<file path="src/design/scc_pkg.sv">
// Package: register map, field positions and reset values of the block
package scc_pkg;
  // Register byte offsets
  localparam logic [7:0] ctrl_off = 8'h00;
  localparam logic [7:0] stat_off = 8'h04;
  localparam logic [7:0] data_off = 8'h08;
  localparam logic [7:0] mask_off = 8'h0c;
  // Control register fields
  localparam int ctrl_mp_bit = 0;
  localparam int ctrl_re_bit = 1;
  localparam int ctrl_te_bit = 2;
  localparam int ctrl_rie_bit = 3;
  localparam int ctrl_width = 4;
  localparam logic [3:0] ctrl_rst = 4'h0;
  // Status register fields (mask register shares the low two)
  localparam int stat_full_bit = 0;
  localparam int stat_err_bit = 1;
  localparam int stat_wait_bit = 2;
  localparam int stat_pin_bit = 3;
  localparam int flag_width = 2;
  localparam logic [1:0] flag_rst = 2'h0;
  localparam logic [1:0] mask_rst = 2'h0;
  localparam int data_width = 8;
  localparam logic [7:0] data_rst = 8'h00;
endpackage

</file>
<file path="src/design/scc_top.sv">
// Serial channel control bits: enables, pin role, receive request gating
//
// Implementation choices: the APB interface to the registers and the address map.
`timescale 1ns/10ps
module scc_top
(
  input wire logic clock,
  input wire logic rst,
  input wire logic psel,
  input wire logic penable,
  input wire logic pwrite,
  input wire logic [7:0] paddr,
  input wire logic [31:0] pwdata,
  output logic [31:0] prdata,
  output logic pready,
  output logic pslverr,
  input wire logic rxd_pin,
  input wire logic rx_frame_done,
  input wire logic rx_frame_err,
  input wire logic rx_mpb,
  input wire logic [7:0] rx_frame_data,
  output logic rx_enable,
  output logic tx_enable,
  output logic rx_serial_in,
  output logic rx_pin_is_serial,
  output logic port_in,
  output logic receive_full_irq,
  output logic receive_error_irq,
  output logic irq
);

  ////////////////////////////////////////////////////////////////////////////
  // Declarations
  logic [3:0] ctrl_r;
  logic [1:0] serial_status_reg_r;
  logic [1:0] mask_r;
  logic [7:0] data_r;
  logic pin_s1_r;
  logic pin_s2_r;
  logic setup;
  logic done;
  logic wr_done;
  logic stat_rd;
  logic mp_frame_seen;
  logic accept;
  logic [1:0] flag_set;
  logic [31:0] rd_mux;
  logic mapped;

  // Address hit decode
  function automatic logic hit(input logic [7:0] a, input logic [7:0] off);
    hit = (a == off);
  endfunction

  ////////////////////////////////////////////////////////////////////////////
  // APB handshake terms
  assign setup = psel & ~penable & ~pready;
  assign done = psel & penable & pready;
  assign wr_done = done & pwrite & ~pslverr;
  assign stat_rd = done & ~pwrite & hit(paddr, scc_pkg::stat_off);
  assign mapped = hit(paddr, scc_pkg::ctrl_off) | hit(paddr, scc_pkg::stat_off)
    | hit(paddr, scc_pkg::data_off) | hit(paddr, scc_pkg::mask_off);

  // Pin synchroniser, two flops before any use
  always_ff @(posedge clock)
  begin
    if (rst)
    begin
      pin_s1_r <= 1'b1;
      pin_s2_r <= 1'b1;
    end
    else
    begin
      pin_s1_r <= rxd_pin;
      pin_s2_r <= pin_s1_r;
    end
  end

  ////////////////////////////////////////////////////////////////////////////
  // Frame acceptance
  // A frame counts only while receiving and, in multiprocessor mode,
  // only once the multiprocessor bit is one
  assign mp_frame_seen = rx_frame_done & rx_mpb;
  assign accept = rx_frame_done & ctrl_r[scc_pkg::ctrl_re_bit]
    & (~ctrl_r[scc_pkg::ctrl_mp_bit] | rx_mpb);
  assign flag_set = {accept & rx_frame_err, accept & ~rx_frame_err};

  // Control register; hardware drops multiprocessor mode on a flagged frame while receiving
  always_ff @(posedge clock)
  begin
    if (rst)
      ctrl_r <= scc_pkg::ctrl_rst;
    else if (wr_done && hit(paddr, scc_pkg::ctrl_off))
      ctrl_r <= pwdata[scc_pkg::ctrl_width-1:0];
    else if (mp_frame_seen && ctrl_r[scc_pkg::ctrl_re_bit])
      ctrl_r[scc_pkg::ctrl_mp_bit] <= 1'b0;
  end

  // Mask register
  always_ff @(posedge clock)
  begin
    if (rst)
      mask_r <= scc_pkg::mask_rst;
    else if (wr_done && hit(paddr, scc_pkg::mask_off))
      mask_r <= pwdata[scc_pkg::flag_width-1:0];
  end

  // Sticky status flags; a read clears only the bits it reported, so an
  // event landing between setup and access is not lost; set wins
  always_ff @(posedge clock)
  begin
    if (rst)
      serial_status_reg_r <= scc_pkg::flag_rst;
    else
      serial_status_reg_r <= (serial_status_reg_r
        & ~({2{stat_rd}} & prdata[scc_pkg::flag_width-1:0]))
        | flag_set;
  end

  // Received data holding register
  always_ff @(posedge clock)
  begin
    if (rst)
      data_r <= scc_pkg::data_rst;
    else if (accept && !rx_frame_err)
      data_r <= rx_frame_data;
  end

  ////////////////////////////////////////////////////////////////////////////
  // Read data selection
  always_comb
  begin
    rd_mux = 32'h0000_0000;
    case (paddr)
      scc_pkg::ctrl_off: rd_mux[scc_pkg::ctrl_width-1:0] = ctrl_r;
      scc_pkg::stat_off:
      begin
        rd_mux[scc_pkg::flag_width-1:0] = serial_status_reg_r;
        rd_mux[scc_pkg::stat_wait_bit] = ctrl_r[scc_pkg::ctrl_mp_bit];
        rd_mux[scc_pkg::stat_pin_bit] = pin_s2_r;
      end
      scc_pkg::data_off: rd_mux[scc_pkg::data_width-1:0] = data_r;
      scc_pkg::mask_off: rd_mux[scc_pkg::flag_width-1:0] = mask_r;
      default: rd_mux = 32'h0000_0000;
    endcase
  end

  // APB answer: one wait-free access cycle after setup
  always_ff @(posedge clock)
  begin
    if (rst)
    begin
      pready <= 1'b0;
      pslverr <= 1'b0;
      prdata <= 32'h0000_0000;
    end
    else
    begin
      pready <= setup;
      pslverr <= setup & ~mapped;
      prdata <= (setup && !pwrite) ? rd_mux : 32'h0000_0000;
    end
  end

  ////////////////////////////////////////////////////////////////////////////
  // Enables, pin role and request outputs
  always_ff @(posedge clock)
  begin
    if (rst)
    begin
      rx_enable <= 1'b0;
      tx_enable <= 1'b0;
      rx_pin_is_serial <= 1'b0;
      rx_serial_in <= 1'b1;
      port_in <= 1'b1;
    end
    else
    begin
      rx_enable <= ctrl_r[scc_pkg::ctrl_re_bit];
      rx_pin_is_serial <= ctrl_r[scc_pkg::ctrl_re_bit];
      rx_serial_in <= ctrl_r[scc_pkg::ctrl_re_bit] ? pin_s2_r : 1'b1;
      port_in <= ctrl_r[scc_pkg::ctrl_re_bit] ? 1'b1 : pin_s2_r;
      tx_enable <= ctrl_r[scc_pkg::ctrl_te_bit];
    end
  end

  // Requests gated by receive interrupt enable; irq also by mask
  always_ff @(posedge clock)
  begin
    if (rst)
    begin
      receive_full_irq <= 1'b0;
      receive_error_irq <= 1'b0;
      irq <= 1'b0;
    end
    else
    begin
      receive_full_irq <= ctrl_r[scc_pkg::ctrl_rie_bit]
        & serial_status_reg_r[scc_pkg::stat_full_bit];
      receive_error_irq <= ctrl_r[scc_pkg::ctrl_rie_bit]
        & serial_status_reg_r[scc_pkg::stat_err_bit];
      irq <= ctrl_r[scc_pkg::ctrl_rie_bit]
        & |(serial_status_reg_r & mask_r);
    end
  end
endmodule // scc_top

</file>
<file path="config.mk">
export PLATFORM = sky130hd
export DESIGN_NAME = scc_top
export DESIGN_NICKNAME = d
export VERILOG_FILES = /design/src/design/scc_pkg.sv /design/src/design/scc_top.sv
export SDC_FILE = /design/constraint.sdc
export NUM_CORES = 1
export LEC_CHECK = 0
export BUFFER_PORTS_ARGS = -buffer_cell sky130_fd_sc_hd__buf_2
export CORE_MARGIN = 4
export CORE_UTILIZATION = 35
export DETAILED_ROUTE_END_ITERATION = 12
export PLACE_DENSITY = 0.67
export SLEW_MARGIN = 20
export SYNTH_ARGS = -nofsm -noshare
export SYNTH_HDL_FRONTEND = slang
export SYNTH_SLANG_ARGS = --single-unit
</file>
<file path="constraint.sdc">
create_clock -name clock -period 4 [get_ports clock]
set_input_delay 0.8 -clock clock [delete_from_list [all_inputs] [get_ports clock]]
set_output_delay 0.8 -clock clock [all_outputs]
set_load 0.1 [all_outputs]
</file>
Word level (Yosys, flattened, before mapping)
Cells that the tools add are included.
{ "word_totals": {"register_bits": 59, "inputBits": 57, "output_inout_bits": 42, "wordCells": 76} }
{ "classes": {"eq_ne": 3, "mux": 4, "bitwise_logic": 36, "n_reduce_logical": 14} }
{ "ops": {"columns": ["cell", "n"], "rows": [
  ["AND 1 bit", 17],
  ["equality test 8 x 4 -> 1 bit (second input constant)", 2],
  ["NOT 1 bit", 10],
  ["equality test 8 x 3 -> 1 bit (second input constant)", 1],
  ["zero test 8 bit", 1],
  ["case mux 2 bit (4 select lines)", 1],
  ["OR reduction 2 bit", 4],
  ["AND 2 bit", 3],
  ["case mux 2 bit (3 select lines)", 1],
  ["logical AND 1 bit", 5],
  ["OR 1 bit", 4],
  ["OR reduction 3 bit", 1],
  ["zero test 1 bit", 2],
  ["two-way mux 1 bit", 2],
  ["NOT 2 bit", 1],
  ["OR 2 bit", 1],
  ["nonzero test 2 bit", 1]
]} }

Longest topological paths before layout
{ "depth": {"word_depth": 8, "ltp_mapped": 4, "mapped_depth_nobuf": 3} }

Worst setup path before layout
OpenSTA, ideal clock, no wires.
{ "synth_path": {"path_kind": "input to register", "from": "in paddr[1]", "to": "reg ctrl_r[2]", "setup_time_ns": 0.121, "arrival_time_ns": 2.185, "t_required_ns": 3.879, "path_slack_ns": 1.694, "cell_stages": 4, "n_path_buf": 1, "path_cell_list": "or4_4 buf_6 nor4_4 mux2_4"} }
{ "synth_between": {"elab_chain_cells": 2} }
{ "synth_lines": {"columns": ["element", "line", "rtl"], "rows": [
  ["start: declaration", "scc_top.sv:12", "input wire logic [7:0] paddr,"],
  ["zero test 8 bit", "scc_top.sv:52", "hit = (a == off);"],
  ["logical AND 1 bit", "scc_top.sv:93", "else if (wr_done && hit(paddr, scc_pkg::ctrl_off))"],
  ["end signal: assignment", "scc_top.sv:92", "ctrl_r <= scc_pkg::ctrl_rst;"],
  ["end signal: assignment", "scc_top.sv:94", "ctrl_r <= pwdata[scc_pkg::ctrl_width-1:0];"],
  ["end: declaration", "scc_top.sv:34", "logic [3:0] ctrl_r;"]
]} }
Every way passes these cells.
A chain may end at the register's enable or synchronous reset.

Final worst setup path
{ "layout_path": {"from": "in rst", "to": "reg prdata[7]"} }
{ "layout_between": {"elab_chain_cells": 1} }
{ "layout_lines": {"columns": ["element", "line", "rtl"], "rows": [
  ["start: declaration", "scc_top.sv:8", "input wire logic rst,"],
  ["OR reduction 3 bit (no line)", null, null],
  ["end signal: assignment", "scc_top.sv:161", "prdata <= (setup && !pwrite) ? rd_mux : 32'h0000_0000;"],
  ["end: declaration", "scc_top.sv:14", "output logic [31:0] prdata,"]
]} }
Every way passes these cells.

==> impl_metrics.csv <==
group,metric,value,unit
status,outcome,"completed",
die,initial_core_util,36.6,%
layout,n_antenna_cell,0,
timing,relSlewSlack,56.4,%
critical_path,crit_required,4.23,ns
placement,place_area,1770,um^2
yosys,synth_warnings,0,
hold_path,hp-class,"reg2reg",
timing,tightest_slew,0.653,ns
power,vdd_drop_max,153,uV
yosys,ys_ff_latch,35,
timing,fin_crit_sh,57.6,%
clock_tree,cts.sinks,35,
placement,gp_congestion,0.790,
die,io_pins,99,
die,core_area,4410,um^2
yosys,synth.distinct_cells,33,
timing,setup_viol,0,
timing,slew_viol_final,0,
clock_tree,cts_buffers,5,
grt,gr-total-overflow,0,
critical_path,critPathKind,"in2reg",
die,die-height,76.0,um
drt,firstDrtPassIters,4,
clock_tree,hold_buffers,0,
die,num_rows,24,
grt,antenna_found_initial,0,
timing,hold_violations,0,
placement,io_buffers,46,
power,leakage,0.794,nW
critical_path,cp_max_fo,25,
timing,post-route-min-period,2.30,ns
critical_path,critPathArrivalTime,2.53,ns
critical_path,critPathLaunchType,"input pin",
yosys,avgSynthCellArea,9.86,um^2
yosys,synth_area,1620,um^2
clock_tree,cts_resized,0,
grt,grt_pass1_wl,5500,um
yosys,synth_flop_cell,"dfxtp_1",
layout,fillers,455,
yosys,synth_most_common_cell,"dfxtp_1",
timing,holdWs,0.413,ns
layout,drive_gt1_share,32.9,%
yosys,yosysSeqAreaShare,43.3,%
clock_tree,clk_latency,0.29,ns
grt,grt_start_max_net_pins,26,
critical_path,r2r_slack,2.10,ns
timing,clock.fmax,434,MHz
drt,ant_nets,0,
die,dieArea,5770,um^2
clock_tree,post_cts_buffers,0,
drt,drcViolationCount,0,
yosys,synthTopCellsByCount,"dfxtp_1 (35), buf_4 (25), and2_1 (11), nand4_1 (9)",
drt,wl_per_cell,13.3,um
yosys,netlist_instances,164,
die,fp.dieW,76.0,um
layout,final_util,42.1,%
critical_path,critPathCaptureType,"flip-flop",
yosys,synth_edf_count,0,
clock_tree,tritoncts,"yes",
placement,hpwlAfterDp,2520,um
grt,grt_pass1_vias,1160,
yosys,synth_area_leaders,"dfxtp_1 (43%), buf_4 (12%), and2_1 (4.3%)",
timing,rsz0062_at_grt,"no",
layout,regArea,701,um^2
drt,viasPerCell,4.88,
grt,grt_usage,11.7,%
clock_tree,htree_levels,2,
yosys,synth_area_leader_cell,"dfxtp_1",
layout,syn_to_final_growth,14.9,%
layout,final_nets,263,
clock_tree,cts_root_buffer,"clkbuf_8",
power,p_per_area,403,nW/um^2
clock_tree,clk_pin_slew_worst_paths,0.07,ns
yosys,async_flop_share,0,%
drt,dr_total_vias,1265,
layout,design_area,1860,um^2
job,cap_violations,0,
drt,drtIter0Drc,84,
drt,drt-total-wl,3440,um
clock_tree,clockBufferDepth,2,
yosys,synth_top_area_share,43.3,%
layout,multiInputGateArea,758,um^2
timing,clock-skew-final,0.00861,ns
timing,finalSetupTns,0,ns
-- flip-flops by register name, summed over array words and instances (netlist names) --
register             cells
ctrl_r                   4
irq                      1
receive_full_irq         1
serial_status_reg_r      2
receive_error_irq        1
pready                   1
pin_s2_r                 1
tx_enable                1
prdata                   8
port_in                  1
data_r                   8
mask_r                   2
pin_s1_r                 1
pslverr                  1
rx_serial_in             1
rx_pin_is_serial         1
-- metal layers --
| metal | GRT usage (%) | part of all wire (%) | vias up |
|---|---|---|---|
| met1 | 14.8 | 42 | 593 |
| met3 | 3.44 | 7.5 | 6 |
| met4 | 5.34 | 2.0 | 0 |
| met2 | 18.2 | 48 | 52 |
| met5 | 0 | 0 | - |
| li1 | - | - | 614 |
-- where the power goes --
part           switching, W  internal (W)  total (W)
registers       0.000000896      0.000350   0.000351
clock network      0.000133      0.000121   0.000254
logic              0.000125     0.0000179   0.000143
total              0.000259      0.000489   0.000748
-- critical path, stage by stage --
cell and delay, ns:
buf_2 0.24, or4b_2 0.72, nor4_1 0.56, and2_1 0.21
-- cells by family (layout without fill, tap and decap cells) --
| group | count (synthesis) | after routing | share of synthesized area (%) |
|---|---|---|---|
| compound gates | 23 | 23 | 9.68 |
| other cells | 1 | 24 | 0.232 |
| mux | 10 | 10 | 8.36 |
| flops | 35 | 35 | 43.3 |
| simple gates | 57 | 57 | 23.3 |
| buf+inv | 38 | 58 | 15.1 |
-- final cells by class --
class	instances	area share, %
well taps	52	3.50
clock buffers	5	3.70
flip-flops and latches	35	37.7
multi-input cells	114	40.8
clock inverters	3	1.08
repair buffers	46	12.4
inverters	4	0.808
-- through the flow --
step                power, W  instances  worst slack, ns
floorplan           0.000502        187             1.69
global route        0.000774        259             1.44
detailed placement  0.000502        251             1.35
finish              0.000748        259             1.70
CTS                 0.000756        259             1.66
global placement    0.000502        251             1.36
-- final timing paths --
path / start / end / cells after the start
worst max-delay path: rst / prdata[7]$_SDFF_PP0_ / 4
worst min-delay path: pin_s1_r$_SDFF_PP1_ / pin_s2_r$_SDFF_PP1_ / 1
worst max register to register: pready$_SDFF_PP0_ / prdata[7]$_SDFF_PP0_ / 3
worst min register to register: pin_s1_r$_SDFF_PP1_ / pin_s2_r$_SDFF_PP1_ / 1
-- layout by cell type (no fill, tap or decap), types with 2 or more instances in the layout --
cell / n
buf_2: 46
dfxtp_1: 35
conb_1: 24
and2_1: 11
nand4_1: 9
o31ai_1: 8
a21oi_1: 8
nand2b_1: 6
nor2b_1: 6
mux2i_1: 6
clkbuf_8: 5
or2_2: 4
nand3_1: 4
nor2_1: 4
inv_1: 3
nand2_1: 2
or4b_2: 2
mux2_4: 2
a31oi_1: 2
a311oi_1: 2
nor4_1: 2
o2bb2ai_1: 2
mux4_2: 2
clkinvlp_4: 2
Note: power is estimated with default switching activity, not from simulation.
